==> src/rtl/ivtd_pkg.sv <==
// Package of the interrupt vector and trap dispatch block.
// Assumes a single system clock and a synchronous active-high reset.
package ivtd_pkg;

  // ----------------------------------------------------------------
  // Sizes
  // ----------------------------------------------------------------
  localparam int unsigned NODES    = 16;   // Interrupt nodes in this instance
  localparam int unsigned TRAPS    = 8;    // Hardware trap sources
  localparam int unsigned NODE_W   = 4;
  localparam int unsigned TRAP_W   = 3;
  localparam int unsigned PRIO_W   = 4;    // Sixteen priority levels
  localparam int unsigned ADDR_W   = 6;
  localparam int unsigned DATA_W   = 16;
  localparam int unsigned NUM_W    = 7;    // Trap number width
  localparam int unsigned SEG_W    = 8;
  localparam int unsigned OFS_W    = 16;
  localparam int unsigned VEC_W    = 24;
  localparam int unsigned SPC_W    = 2;

  // ----------------------------------------------------------------
  // Register offsets (word registers on the plain port)
  // ----------------------------------------------------------------
  localparam logic [ADDR_W-1:0] OFS_NODE0    = 6'h00; // Node controls 0x00..0x0f
  localparam logic [ADDR_W-1:0] OFS_VECTOR_SEGMENT_REGISTER   = 6'h10;
  localparam logic [ADDR_W-1:0] OFS_CPUCFG1  = 6'h11;
  localparam logic [ADDR_W-1:0] OFS_TRAPFLAG = 6'h12;
  localparam logic [ADDR_W-1:0] OFS_IRQ_STAT = 6'h13;
  localparam logic [ADDR_W-1:0] OFS_IRQ_MASK = 6'h14;
  localparam logic [ADDR_W-1:0] OFS_STATUS   = 6'h15;

  // ----------------------------------------------------------------
  // Node control fields
  // ----------------------------------------------------------------
  localparam int unsigned NC_PRIO_LSB = 0;
  localparam int unsigned NC_IE_BIT   = 6;
  localparam int unsigned NC_IR_BIT   = 7;
  localparam int unsigned SPC_LSB     = 0;   // Spacing field in config reg
  localparam int unsigned STAT_ST_LSB   = 0; // State code in status reg
  localparam int unsigned STAT_PRIO_LSB = 4; // Running priority in status reg

  // ----------------------------------------------------------------
  // Reset values and spacing codes
  // ----------------------------------------------------------------
  localparam logic [SEG_W-1:0]  VECTOR_SEGMENT_REGISTER_RST   = 8'h00;
  localparam logic [SPC_W-1:0]  SPC_DEFAULT  = 2'h0;  // Four bytes apart
  localparam logic [NUM_W-1:0]  NODE_NUM_BASE = 7'h50; // Arbitrary base number
  localparam logic [TRAP_W-1:0] TRAP_CLASS_B = 3'h4;  // Traps 4..7 share one vector
  localparam logic [NUM_W-1:0]  TRAP_NUM_B   = 7'h0a;
  localparam logic [NUM_W-1:0]  TRAP_NUM_STEP = 7'h02;

  // Interrupt status bits
  localparam int unsigned EV_TRAP = 0;
  localparam int unsigned EV_INT  = 1;
  localparam int unsigned EV_W    = 2;

  // ----------------------------------------------------------------
  // Types
  // ----------------------------------------------------------------
  typedef enum logic [2:0] {
    ST_IDLE = 3'h1,
    ST_INT  = 3'h2,
    ST_TRAP = 3'h4
  } ivtd_state_t;

  typedef struct packed {
    logic              ir;
    logic              ie;
    logic [PRIO_W-1:0] prio;
  } ivtd_node_t;

  typedef struct packed {
    logic              valid;
    logic              is_trap;
    logic [NUM_W-1:0]  num;
    logic [VEC_W-1:0]  addr;
  } ivtd_take_t;

  typedef struct packed {
    logic [ADDR_W-1:0] addr;
    logic [DATA_W-1:0] wdata;
    logic              we;
    logic              re;
  } ivtd_bus_t;

endpackage

==> src/rtl/ivtd_vec_gen.sv <==
// Vector address former: segment, trap number and spacing.
// Assumes pure combinational use from the dispatch core.
module ivtd_vec_gen (
  // Inputs
  input  wire logic [ivtd_pkg::SEG_W-1:0] seg_i,
  input  wire logic [ivtd_pkg::SPC_W-1:0] spc_i,
  input  wire logic [ivtd_pkg::NUM_W-1:0] num_i,
  // Output
  output logic      [ivtd_pkg::VEC_W-1:0] addr_o
);

  logic [ivtd_pkg::OFS_W-1:0] ofs;

  // Offset is number times four, doubled per spacing step
  always_comb begin
    ofs    = ivtd_pkg::OFS_W'({num_i, 2'b00}) << spc_i;
    addr_o = {seg_i, ofs};
  end

endmodule

==> src/rtl/ivtd_core.sv <==
// Interrupt and hardware trap dispatch core with register port.
// Assumes the CPU pulses ack_i when it enters and reti_i on return.
// Assumes requests and strobes come from logic on the same clock,
// so nothing here is synchronised.
//
// Summary of operation
// - Vector table lies in the segment held by the vector segment register.
// - Spacing field scales every vector offset.
// - Default spacing puts vectors four bytes apart: offset is number times four.
// - Hardware traps dispatch at once, no mask applies.
// - Each trap sets its own bit in the trap flag register.
// - Trap preempts everything unless an equal or higher trap is in service.
// - Standard interrupts cannot preempt a running trap service.
// - Each node has request, enable and a sixteen-level priority field.
// - Accepted service is preempted only by strictly higher priority.
// - Software setting a request bit raises that node's request.
//
// Our own choices: the register offsets and the strobed register port.
module ivtd_core (
  // Clock and reset
  input  wire logic                          clk_sys_i,
  input  wire logic                          rst_i,
  // Register port
  input  wire logic [ivtd_pkg::ADDR_W-1:0]   addr_i,
  input  wire logic [ivtd_pkg::DATA_W-1:0]   wdata_i,
  input  wire logic                          we_i,
  input  wire logic                          re_i,
  output logic      [ivtd_pkg::DATA_W-1:0]   rdata_o,
  // Request sources (same clock domain, one-cycle pulses)
  input  wire logic [ivtd_pkg::NODES-1:0]    node_req_i,
  input  wire logic [ivtd_pkg::TRAPS-1:0]    trap_req_i,
  // CPU side
  input  wire logic                          ack_i,
  input  wire logic                          reti_i,
  output logic                               take_valid_o,
  output logic                               take_trap_o,
  output logic      [ivtd_pkg::NUM_W-1:0]    take_num_o,
  output logic      [ivtd_pkg::VEC_W-1:0]    take_addr_o,
  output logic      [ivtd_pkg::PRIO_W-1:0]   cur_prio_o,
  // Interrupt
  output logic                               irq_o
);

  // ----------------------------------------------------------------
  // State
  // ----------------------------------------------------------------
  // All state in one struct: reset and next state cannot drift
  typedef struct packed {
    // Software-visible registers, plus the internal trap pending bits
    ivtd_pkg::ivtd_node_t [ivtd_pkg::NODES-1:0] node;
    logic [ivtd_pkg::SEG_W-1:0]   seg;
    logic [ivtd_pkg::SPC_W-1:0]   spc;
    logic [ivtd_pkg::TRAPS-1:0]   tflag;
    logic [ivtd_pkg::TRAPS-1:0]   tpend;
    logic [ivtd_pkg::EV_W-1:0]    ev_stat;
    logic [ivtd_pkg::EV_W-1:0]    ev_mask;
    // Service tracking
    ivtd_pkg::ivtd_state_t        st;
    logic [ivtd_pkg::PRIO_W-1:0]  prio;      // Priority of running service
    logic [ivtd_pkg::TRAP_W-1:0]  trap_idx;  // Trap in service
    logic                         saved_int; // Interrupt preempted by a trap
    logic [ivtd_pkg::PRIO_W-1:0]  saved_prio;
    // Pending offer
    logic                         offer;     // Offer presented, awaiting ack
    logic                         offer_trap;
    logic [ivtd_pkg::NODE_W-1:0]  offer_node;
    logic [ivtd_pkg::TRAP_W-1:0]  offer_tidx;
    logic [ivtd_pkg::NUM_W-1:0]   offer_num;
    // Read data flop
    logic [ivtd_pkg::DATA_W-1:0]  rdata;
  } ivtd_regs_t;

  // Registered state and its next value
  ivtd_regs_t q, d;
  logic [ivtd_pkg::VEC_W-1:0] vec_addr;

  // ----------------------------------------------------------------
  // Helpers
  // ----------------------------------------------------------------
  // Node control registers sit at the bottom of the map
  function automatic logic is_node(
      input logic [ivtd_pkg::ADDR_W-1:0] a);
    return a < ivtd_pkg::OFS_NODE0 + ivtd_pkg::ADDR_W'(ivtd_pkg::NODES);
  endfunction

  // Lowest index wins: trap 0 has the highest trap priority
  // An empty vector gives 0; callers test for a bit first
  function automatic logic [ivtd_pkg::TRAP_W-1:0] first_trap(
      input logic [ivtd_pkg::TRAPS-1:0] v);
    logic [ivtd_pkg::TRAP_W-1:0] r;
    r = '0;
    for (int i = ivtd_pkg::TRAPS - 1; i >= 0; i--) begin
      if (v[i]) begin
        r = ivtd_pkg::TRAP_W'(i);
      end
    end
    return r;
  endfunction

  // Class B traps share one number; class A numbers step by two
  // Numbers double as vector slots
  function automatic logic [ivtd_pkg::NUM_W-1:0] trap_num(
      input logic [ivtd_pkg::TRAP_W-1:0] t);
    logic [ivtd_pkg::NUM_W-1:0] r;
    r = ivtd_pkg::TRAP_NUM_STEP * (ivtd_pkg::NUM_W'(t) + 7'h01);
    if (t >= ivtd_pkg::TRAP_CLASS_B) begin
      r = ivtd_pkg::TRAP_NUM_B;
    end
    return r;
  endfunction

  // Mask of trap indices of priority strictly above t; the caller ANDs in pending
  // Equal priority never preempts: a retrigger waits
  function automatic logic [ivtd_pkg::TRAPS-1:0] above(
      input logic [ivtd_pkg::TRAP_W-1:0] t);
    logic [ivtd_pkg::TRAPS-1:0] r;
    r = '0;
    for (int i = 0; i < ivtd_pkg::TRAPS; i++) begin
      r[i] = (ivtd_pkg::TRAP_W'(i) < t);
    end
    return r;
  endfunction

  // ----------------------------------------------------------------
  // Vector former
  // ----------------------------------------------------------------
  // Fed from offer flops, so the address settles with valid
  ivtd_vec_gen u_vec (
    .seg_i  (q.seg),
    .spc_i  (q.spc),
    .num_i  (q.offer_num),
    .addr_o (vec_addr)
  );

  // ----------------------------------------------------------------
  // Next state
  // ----------------------------------------------------------------
  always_comb begin
    logic                        hit_node;
    logic [ivtd_pkg::NODE_W-1:0] win;
    logic [ivtd_pkg::PRIO_W-1:0] win_prio;
    logic                        int_ok;
    logic                        trap_ok;
    logic [ivtd_pkg::TRAP_W-1:0] tsel;
    logic [ivtd_pkg::NODE_W-1:0] widx;
    logic [ivtd_pkg::EV_W-1:0]   ev_set;
    logic [ivtd_pkg::TRAPS-1:0]  tall;

    // Scratch values first, so no path leaves one unset
    hit_node = 1'b0;
    win      = '0;
    win_prio = '0;
    int_ok   = 1'b0;
    trap_ok  = 1'b0;
    tsel     = '0;
    widx     = wdata_i[ivtd_pkg::NODE_W-1:0];
    ev_set   = '0;
    tall     = '0;
    d        = q;
    d.rdata  = '0;

    // Register writes first so hardware sets below win over clears
    // A node write replaces the whole control word; a same-cycle
    // request pulse sets the flag again below
    if (we_i) begin
      if (is_node(addr_i)) begin
        widx = addr_i[ivtd_pkg::NODE_W-1:0];
        d.node[widx].ir   = wdata_i[ivtd_pkg::NC_IR_BIT];
        d.node[widx].ie   = wdata_i[ivtd_pkg::NC_IE_BIT];
        d.node[widx].prio = wdata_i[ivtd_pkg::NC_PRIO_LSB +: ivtd_pkg::PRIO_W];
      end else if (addr_i == ivtd_pkg::OFS_VECTOR_SEGMENT_REGISTER) begin
        d.seg = wdata_i[ivtd_pkg::SEG_W-1:0];
      end else if (addr_i == ivtd_pkg::OFS_CPUCFG1) begin
        d.spc = wdata_i[ivtd_pkg::SPC_LSB +: ivtd_pkg::SPC_W];
      end else if (addr_i == ivtd_pkg::OFS_TRAPFLAG) begin
        // Write one to clear
        d.tflag = q.tflag & ~wdata_i[ivtd_pkg::TRAPS-1:0];
      end else if (addr_i == ivtd_pkg::OFS_IRQ_STAT) begin
        d.ev_stat = q.ev_stat & ~wdata_i[ivtd_pkg::EV_W-1:0];
      end else if (addr_i == ivtd_pkg::OFS_IRQ_MASK) begin
        d.ev_mask = wdata_i[ivtd_pkg::EV_W-1:0];
      end
    end

    // Peripheral requests latch into request flags
    // Flag stays until accepted or rewritten
    for (int i = 0; i < ivtd_pkg::NODES; i++) begin
      if (node_req_i[i]) begin
        d.node[i].ir = 1'b1;
      end
    end

    // Traps flag and pend with no mask
    // Flag set beats a same-cycle clearing write
    d.tflag = d.tflag | trap_req_i;
    d.tpend = q.tpend | trap_req_i;

    // Fresh pulses count at once: no extra cycle to the offer
    tall    = q.tpend | trap_req_i;

    // Highest enabled request; lower index breaks ties
    // Downward scan: an equal priority lower down takes over
    for (int i = ivtd_pkg::NODES - 1; i >= 0; i--) begin
      if (q.node[i].ir && q.node[i].ie && (!hit_node || q.node[i].prio >= win_prio)) begin
        hit_node = 1'b1;
        win      = ivtd_pkg::NODE_W'(i);
        win_prio = q.node[i].prio;
      end
    end

    // Strictly higher than running priority, never inside a trap
    // Priority zero never beats an idle CPU
    int_ok = hit_node && (win_prio > q.prio) && (q.st != ivtd_pkg::ST_TRAP);

    // Trap admitted unless an equal or higher trap runs
    // A waiting lower trap is offered after the running one returns
    tsel    = first_trap(tall);
    trap_ok = (tall != '0) &&
              ((q.st != ivtd_pkg::ST_TRAP) || ((tall & above(q.trap_idx)) != '0));

    // Offer: a trap replaces an interrupt offer unless the CPU acks that offer in the same cycle
    // An interrupt offer is not withdrawn for a later, higher node;
    // that node preempts right after entry. One offer register is
    // traded for that extra entry.
    if (!q.offer || (!q.offer_trap && trap_ok)) begin
      // Drop, then refill from the best candidate
      d.offer = 1'b0;
      if (trap_ok) begin
        // Trap number also picks the vector slot
        d.offer      = 1'b1;
        d.offer_trap = 1'b1;
        d.offer_tidx = tsel;
        d.offer_num  = trap_num(tsel);
      end else if (int_ok) begin
        // Node numbers follow the node index
        d.offer      = 1'b1;
        d.offer_trap = 1'b0;
        d.offer_node = win;
        d.offer_num  = ivtd_pkg::NODE_NUM_BASE + ivtd_pkg::NUM_W'(win);
      end
    end

    // CPU accepts the offer; accept beats a return
    // A trap entry keeps one interrupted level so that
    // its return can resume it
    if (q.offer && ack_i) begin
      d.offer = 1'b0;
      if (q.offer_trap) begin
        // A same-cycle pulse of this trap stays pending
        d.tpend[q.offer_tidx] = trap_req_i[q.offer_tidx];
        d.saved_int  = (q.st == ivtd_pkg::ST_INT);
        d.saved_prio = q.prio;
        d.trap_idx   = q.offer_tidx;
        d.st         = ivtd_pkg::ST_TRAP;
        ev_set[ivtd_pkg::EV_TRAP] = 1'b1;
      end else begin
        // Flag drops unless a new pulse came
        d.node[q.offer_node].ir = node_req_i[q.offer_node];
        d.prio = q.node[q.offer_node].prio;
        d.st   = ivtd_pkg::ST_INT;
        ev_set[ivtd_pkg::EV_INT] = 1'b1;
      end
    end else if (reti_i) begin
      // Single-level return; nested interrupts beyond one are not tracked
      // Limitation: a trap nested in a trap returns to idle
      case (q.st)
        ivtd_pkg::ST_TRAP: begin
          // Resume the interrupted level, if any
          d.st   = q.saved_int ? ivtd_pkg::ST_INT : ivtd_pkg::ST_IDLE;
          d.prio = q.saved_int ? q.saved_prio : '0;
        end
        ivtd_pkg::ST_INT: begin
          d.st   = ivtd_pkg::ST_IDLE;
          d.prio = '0;
        end
        default: begin
          // Stray return: stay idle
          d.st   = ivtd_pkg::ST_IDLE;
        end
      endcase
    end

    // Sticky events, set beats clear
    // One event per entry, not per request
    d.ev_stat = d.ev_stat | ev_set;

    // Read data, one cycle later
    // Idle and unmapped reads give zero, never stale data
    if (re_i) begin
      if (is_node(addr_i)) begin
        widx = addr_i[ivtd_pkg::NODE_W-1:0];
        d.rdata[ivtd_pkg::NC_IR_BIT] = q.node[widx].ir;
        d.rdata[ivtd_pkg::NC_IE_BIT] = q.node[widx].ie;
        d.rdata[ivtd_pkg::NC_PRIO_LSB +: ivtd_pkg::PRIO_W] = q.node[widx].prio;
      end else if (addr_i == ivtd_pkg::OFS_VECTOR_SEGMENT_REGISTER) begin
        d.rdata[ivtd_pkg::SEG_W-1:0] = q.seg;
      end else if (addr_i == ivtd_pkg::OFS_CPUCFG1) begin
        d.rdata[ivtd_pkg::SPC_LSB +: ivtd_pkg::SPC_W] = q.spc;
      end else if (addr_i == ivtd_pkg::OFS_TRAPFLAG) begin
        d.rdata[ivtd_pkg::TRAPS-1:0] = q.tflag;
      end else if (addr_i == ivtd_pkg::OFS_IRQ_STAT) begin
        d.rdata[ivtd_pkg::EV_W-1:0] = q.ev_stat;
      end else if (addr_i == ivtd_pkg::OFS_IRQ_MASK) begin
        d.rdata[ivtd_pkg::EV_W-1:0] = q.ev_mask;
      end else if (addr_i == ivtd_pkg::OFS_STATUS) begin
        // State code and running priority side by side
        d.rdata[ivtd_pkg::STAT_ST_LSB +: $bits(ivtd_pkg::ivtd_state_t)] = q.st;
        d.rdata[ivtd_pkg::STAT_PRIO_LSB +: ivtd_pkg::PRIO_W] = q.prio;
      end
    end
  end

  // ----------------------------------------------------------------
  // Registers
  // ----------------------------------------------------------------
  // Synchronous reset to constants only
  always_ff @(posedge clk_sys_i) begin
    if (rst_i) begin
      q       <= '0;
      q.seg   <= ivtd_pkg::VECTOR_SEGMENT_REGISTER_RST;
      q.spc   <= ivtd_pkg::SPC_DEFAULT;
      q.st    <= ivtd_pkg::ST_IDLE;
    end else begin
      q <= d;
    end
  end

  // ----------------------------------------------------------------
  // Outputs
  // ----------------------------------------------------------------
  // Handshake valid combinational from offer flop; data from flops
  // Offer fields hold until ack or until a trap replaces an interrupt offer, so the CPU may sample late
  assign take_valid_o = q.offer;
  assign take_trap_o  = q.offer_trap;
  assign take_num_o   = q.offer_num;
  assign take_addr_o  = vec_addr;
  assign cur_prio_o   = q.prio;
  assign rdata_o      = q.rdata;

  // Level interrupt while an unmasked event is set
  assign irq_o        = |(q.ev_stat & q.ev_mask);

endmodule

==> config.mk <==
export PLATFORM = sky130hd
export DESIGN_NAME = ivtd_core
export DESIGN_NICKNAME = d
export VERILOG_FILES = /design/src/rtl/ivtd_pkg.sv /design/src/rtl/ivtd_vec_gen.sv /design/src/rtl/ivtd_core.sv
export SDC_FILE = /design/constraint.sdc
export NUM_CORES = 1
export LEC_CHECK = 0
export BUFFER_PORTS_ARGS = -buffer_cell sky130_fd_sc_hd__buf_2
export CAP_MARGIN = 20
export CORE_UTILIZATION = 43
export CTS_CLUSTER_DIAMETER = 60
export DETAILED_ROUTE_END_ITERATION = 10
export GPL_TIMING_DRIVEN = 0
export PLACE_DENSITY = 0.74
export SLEW_MARGIN = 20
export SYNTH_ARGS = -nofsm -noshare
export SYNTH_HDL_FRONTEND = slang
export SYNTH_SLANG_ARGS = --single-unit
==> constraint.sdc <==
create_clock -name clk_sys_i -period 21.3 [get_ports clk_sys_i]
set_input_delay 3.195 -clock clk_sys_i [delete_from_list [all_inputs] [get_ports clk_sys_i]]
set_output_delay 3.195 -clock clk_sys_i [all_outputs]
set_load 0.02 [all_outputs]
* Yosys cells after proc, flatten, opt, wreduce, memory -nomap -nowiden
Index checks and enable logic that the tools add are counted.
Operators by class: add/subtract/negate cells 2, $mul 0, divide/modulo/power cells 0, magnitude comparators 32, equal/unequal tests 10, shift operators 1, muxes and demuxes 147, bitwise logic cells 16, reduce and logical (&&, ||, !) cells 90
Operators with widths (count):
- bitwise mux 96 bit | 4
- 2-to-1 mux 96 bit | 3
- 2-to-1 mux 4 bit | 46
- 2-to-1 mux 114 bit | 1
- demux 6 bit (select 4 bit) | 4
- >= comparator 4 bit | 15
- binary-select mux 6 bit (select 4 bit) | 2
- 2-to-1 mux 8 bit | 6
- 2-to-1 mux 1 bit | 40
- logical AND 1 bit | 39
- == test 6 x 5 -> 1 bit, second input constant | 6
- 2-to-1 mux 3 bit | 11
- 2-to-1 mux 6 bit | 5
- 2-to-1 mux 7 bit | 4
- 2-to-1 mux 2 bit | 12
- 2-to-1 mux 18 bit | 1
- logical NOT 1 bit | 17
- logical OR 1 bit | 17
- bitwise AND 8 bit | 2
- OR 8 bit | 2
- nonzero test 8 bit | 2
- << shifter 9 x 2 -> 16 bit | 1
- < comparator 3 bit, first input constant | 4
- < comparator 4 x 5 -> 1 bit, second input constant | 2
- other kinds (34) | 52
Storage, ports and cells: register bits 173, latch bits 0, RAM bits 0, memory bits (read-only) 0, bits of input ports 52, output and inout bits 54, word-level logic and storage cells 365, memories kept 0

* Depth between registers and ports, before layout
word-level depth 67, gate-level depth with buffers 129, gate-level depth less buffers 124

* Hierarchy
Synthesis repeated with hierarchy kept, for this count alone.
Second synthesis, totals: cell total of the unflattened synthesis 1316, area, all modules 11423.5 um^2
By module, submodules not included:
- ivtd_core | instances 1, cells an instance 1281, area each 11150.7 um^2, seq. area each 3283.1 um^2
- ivtd_vec_gen | instances 1, cells an instance 35, area each 272.8 um^2, seq. area each 0.0 um^2

* Least setup slack after synthesis
No wires, ideal clock.
path type register to register, start point register q[172] in the netlist's numbering, end point register q, in the netlist take_num_o[1], arrival time 22324 ps, data required time 21168 ps, setup slack -1156 ps, stages on the path, launching flop included 118, path buffers 5, clock period less this slack 22456 ps, cell sequence dfxtp_1 -> clkbuf_2 -> and3_1 -> inv_1 -> ha_1 -> a21oi_1 -> o21ai_0 -> a211oi_1 -> nand2b_1 -> nand2_1 -> o21ai_0 -> ha_1 -> nor2b_1 -> o21ai_0 -> a31oi_1 -> clkbuf_1 -> mux2_2 -> ha_1 -> (+82 left out) -> a21oi_1 -> a21oi_1 -> mux2_2 -> ha_1 -> nand2b_1 -> a21o_1 -> a21oi_1 -> nor2b_1 -> o311a_1 -> or2_2 -> o221ai_1 -> ha_1 -> a41o_1 -> a211oi_1 -> inv_1 -> a21oi_1 -> mux2i_1 -> a21oi_1
On the way: word-level cells in the longest chain between the ends 67
RTL lines:
- start, declared | RTL line ivtd_core.sv:74 | ivtd_regs_t q, d;
- logical AND 1 bit * | RTL line ivtd_core.sv:204 | if (q.node[i].ir && q.node[i].ie && (!hit_node || q.node[i].prio >= win_prio)) begin
- parallel branches: the longest is 66 deep, another holds >= comparator 4 bit
Mark *: on every way between the ends. The select of a mux whose other input is x is not followed. A chain may end at the register's enable or synchronous reset.

* Worst setup path after layout
start point register q[172] in the netlist's numbering, end point register q, in the netlist take_num_o[0]
The elaborated chain is that of the path after synthesis.

==> impl_results.md <==
- Most Used Layer, Global Route: met2
- RSZ-0062 raised after global routing: yes
- Clock Tree Buf Depth: 2
- Site Rows: 59
- CP delay by family, top: compound AO/OA/AOI/OAI gates
- H-tree levels: 4
- Failing checks: negative setup slack
- Count leader, synth: nor2_1
- Final std cells w/o fill: 1906
- Initial DRT Pass Iterations: 8
- Worst path slowest cell: or4_4
- Req. time, crit path: 21700 ps
- Fin crit share: 103%
- Post-DP HPWL: 29200 um
- TritonCTS clock tree: built
- R2r setup slk: -630 ps
- CP Buf/Inv Count: 9
- Synth Area in Compound Gates: 17.4%
- R2R Path Start: q[172]
- Filler instances: 2172
- GR Layer Usage met3: 6.86%
- Met2 Usage GRT: 52.3%
- RR Endpoint: take_num_o[0]
- Post-synthesis simple-gate area fraction: 20.0%
- Max_slew headroom: 11.1%
- Min Tclk post-route: 21930 ps
- Vias in the first global route: 11.3k
- Worst Setup Slack, final: -627 ps
- Pwr/cell area: 48.1 mW/mm2
- Post-synth EDFFs: 0
- #FFs+latches synth: 164
- DP Worst Slack: -3340 ps
- Worst path max stage delay: 540 ps
- Hold crit path type: flop to flop
- Nets@finish: 1669
- Vias: 12.1k
- Routed vias/inst: 6.33
- Worst hold path endpoint: q[35]
- Die Wd: 165 um
- Maximum capacitance violations: 0
- Fin util: 58.1%
- Drt drc: 0
- Routability cong.: 0.991
- Clk_skew: 18.7 ps
- GR Layer Usage met1: 38.5%
- Largest net degree at the start of global routing: 21
- Root Driver: clkbuf_16
- Setup Viol. Count Final: 12
- Placed cell count: 1765
- Core ar.: 0.0260 mm2
- Largest family of logic cells by synthesized area: multiplexers
- Clock Latency Late Sink: 470 ps
- CP max FO: 7
- First-pass GRT wire length: 64700 um
- Setup crit end kind: flop
- Leak: 5.98 nW
- Port Buf Inserts: 75
- Post-DR wirelength/cell: 23.2 um
- Unique masters post-synth: 81
- Yosys top cell by area: dfxtp_1
- CTS clock-pin slew for the worst setup and hold paths: 80 ps
- Sequential cell area: 0.00329 mm2
- TritonCTS buffer count: 17
- Critical path arrival: 22320 ps
- Crit start category: flop
- VDD IR max: 0.0483 mV
- Most used cell, CP: ha_1
- Sink Count: 164
- Register area share after synthesis: 28.8%
- Initial antenna violation count: 0
- Mapped Cells: 1341
- Status: finished with violations
- Num ports: 106
- F_max: 0.0456 GHz
- Total grt overflow: 0
- Post-synthesis xor/xnor area fraction: 0.0769%
- Synth Flop Type: dfxtp_1
- Ys async rst share: 0%
- Mux share of post-synthesis cell area: 20.5%
- Final hold slack: 470 ps
- Share of the synthesized area in the top cell type: 28.8%
- Worst setup path start: q[172]
- Initial Utilization: 43.8%
- Antenna cells: 0
- Hold Fails Final Rpt: 0
- Synth Area in Adders: 6.48%
- Syn Area/Cell: 8.49 um2
- Most instantiated cells after synthesis: nor2_1, dfxtp_1, nand2_1
- Ys Warns: 0
- Synthesized area: 0.0114 mm2
- R2R depth: 112
- Die ar.: 0.0271 mm2
- Hold path start: q[35]
- Routed WL: 44200 um
- P&R area growth vs syn: 32.5%
- Least-Margin Pin Slew: 1320 ps
- Setup Crit Path Kind: flop to flop
- Die H: 165 um
- Worst hold path cell count: 2
- Post-DRT Antenna Nets: 0
- Slew Limit Fails: 0
- DR iter-0 viols: 1380
- Area of the multi-input gates: 0.00869 mm2
- Layout cells sized above 1: 32.5%
- Tot GR Track Use: 31.8%
- Synth area leaders: dfxtp_1, mux4_2, mux2i_1
==> power breakdown <==
group          internal (mW)  switching (mW)  total (mW)
Clock                  0.161           0.165       0.326
Combinational         0.0285          0.0497      0.0782
Sequential             0.313         0.00837       0.322
==> worst min-delay path, delay by kind of cell (launching register included) <==
kind               cells  cell delay (ps)
and+or+nand+nor        1               50
DFF                    1              320
AOI/OAI and AO/OA      1               50
==> cells by family after synthesis <==
logic type | Yosys count
XOR/XNOR | 1
flip-flops | 164
AO/OA/AOI/OAI | 295
multiplexers | 167
AND/OR/NAND/NOR | 499
buffers and inverters | 155
other | 1
adder cells (fa/ha/maj) | 59
==> worst max path at each step <==
stage          slack [ps]  cells after the start             to
3_3_place_gp        -2920                    116  take_num_o[0]
3_5_place_dp        -3340                    117          q[26]
5_1_grt             -1380                    115  take_num_o[0]
2_1_floorplan          20                    114          q[26]
6_report             -630                    112  take_num_o[0]
4_1_cts               -90                    121  take_num_o[1]
==> area by class of cell <==
cell class / count / area share [%]
multi-input cells: 1036 / 57.6
flip-flops and latches: 164 / 21.8
repair buffers: 186 / 8.58
plain buffers: 111 / 4.06
clock buffers: 17 / 2.82
well taps: 335 / 2.78
clock inverters: 15 / 1.32
inverters: 42 / 1.04
==> placed cells by master, fill, tap and decap left out, types with 7 or more instances in the layout <==
master / netlist / final
a211oi_1: 19 / 12
a21o_1: 14 / 14
a21oi_1: 106 / 80
a21oi_2: 1 / 12
a21oi_4: 0 / 15
a222oi_1: 8 / 8
a31oi_1: 13 / 7
and2_1: 10 / 7
buf_1: 7 / 7
buf_2: 3 / 76
buf_4: 43 / 139
buf_6: 1 / 14
clkbuf_1: 58 / 56
clkbuf_16: 0 / 17
clkinv_8: 0 / 7
conb_1: 1 / 15
dfxtp_1: 164 / 159
ha_1: 59 / 40
ha_4: 0 / 19
inv_1: 42 / 38
mux2i_1: 105 / 102
mux4_2: 51 / 51
nand2_1: 123 / 117
nand2b_1: 22 / 9
nand2b_4: 0 / 13
nand3_1: 44 / 41
nor2_1: 203 / 193
nor2b_1: 17 / 12
nor3_1: 19 / 14
o21a_1: 10 / 8
o21ai_0: 37 / 23
or3_1: 8 / 8
==> per-layer routing <==
| layer | vias up | share of wire, % |
|---|---|---|
| li1 | 5293 | - |
| met2 | 793 | 47 |
| met4 | 0 | 6.6 |
| met1 | 5745 | 36 |
| met5 | - | 0 |
| met3 | 229 | 10 |
==> what timing repair did <==
item,CTS,global route
endpoints found under the setup margin,12,12
hold endpoints to repair,0,0
hold buffers,0,0
pin swaps,91,81
buffers inserted,89,24
resized for setup,167,82
==> metrics by stage <==
stage                     area (um2)  setup TNS (ps)  power (mW)
final                          15100           -5880       0.726
after global routing           15100          -15110       0.741
after CTS                      14400            -525       0.718
after detailed placement       12300          -37870       0.398
after global placement         12300          -33000       0.397
after floorplan                11500               0       0.372
Power figures use the tool's default switching activity.
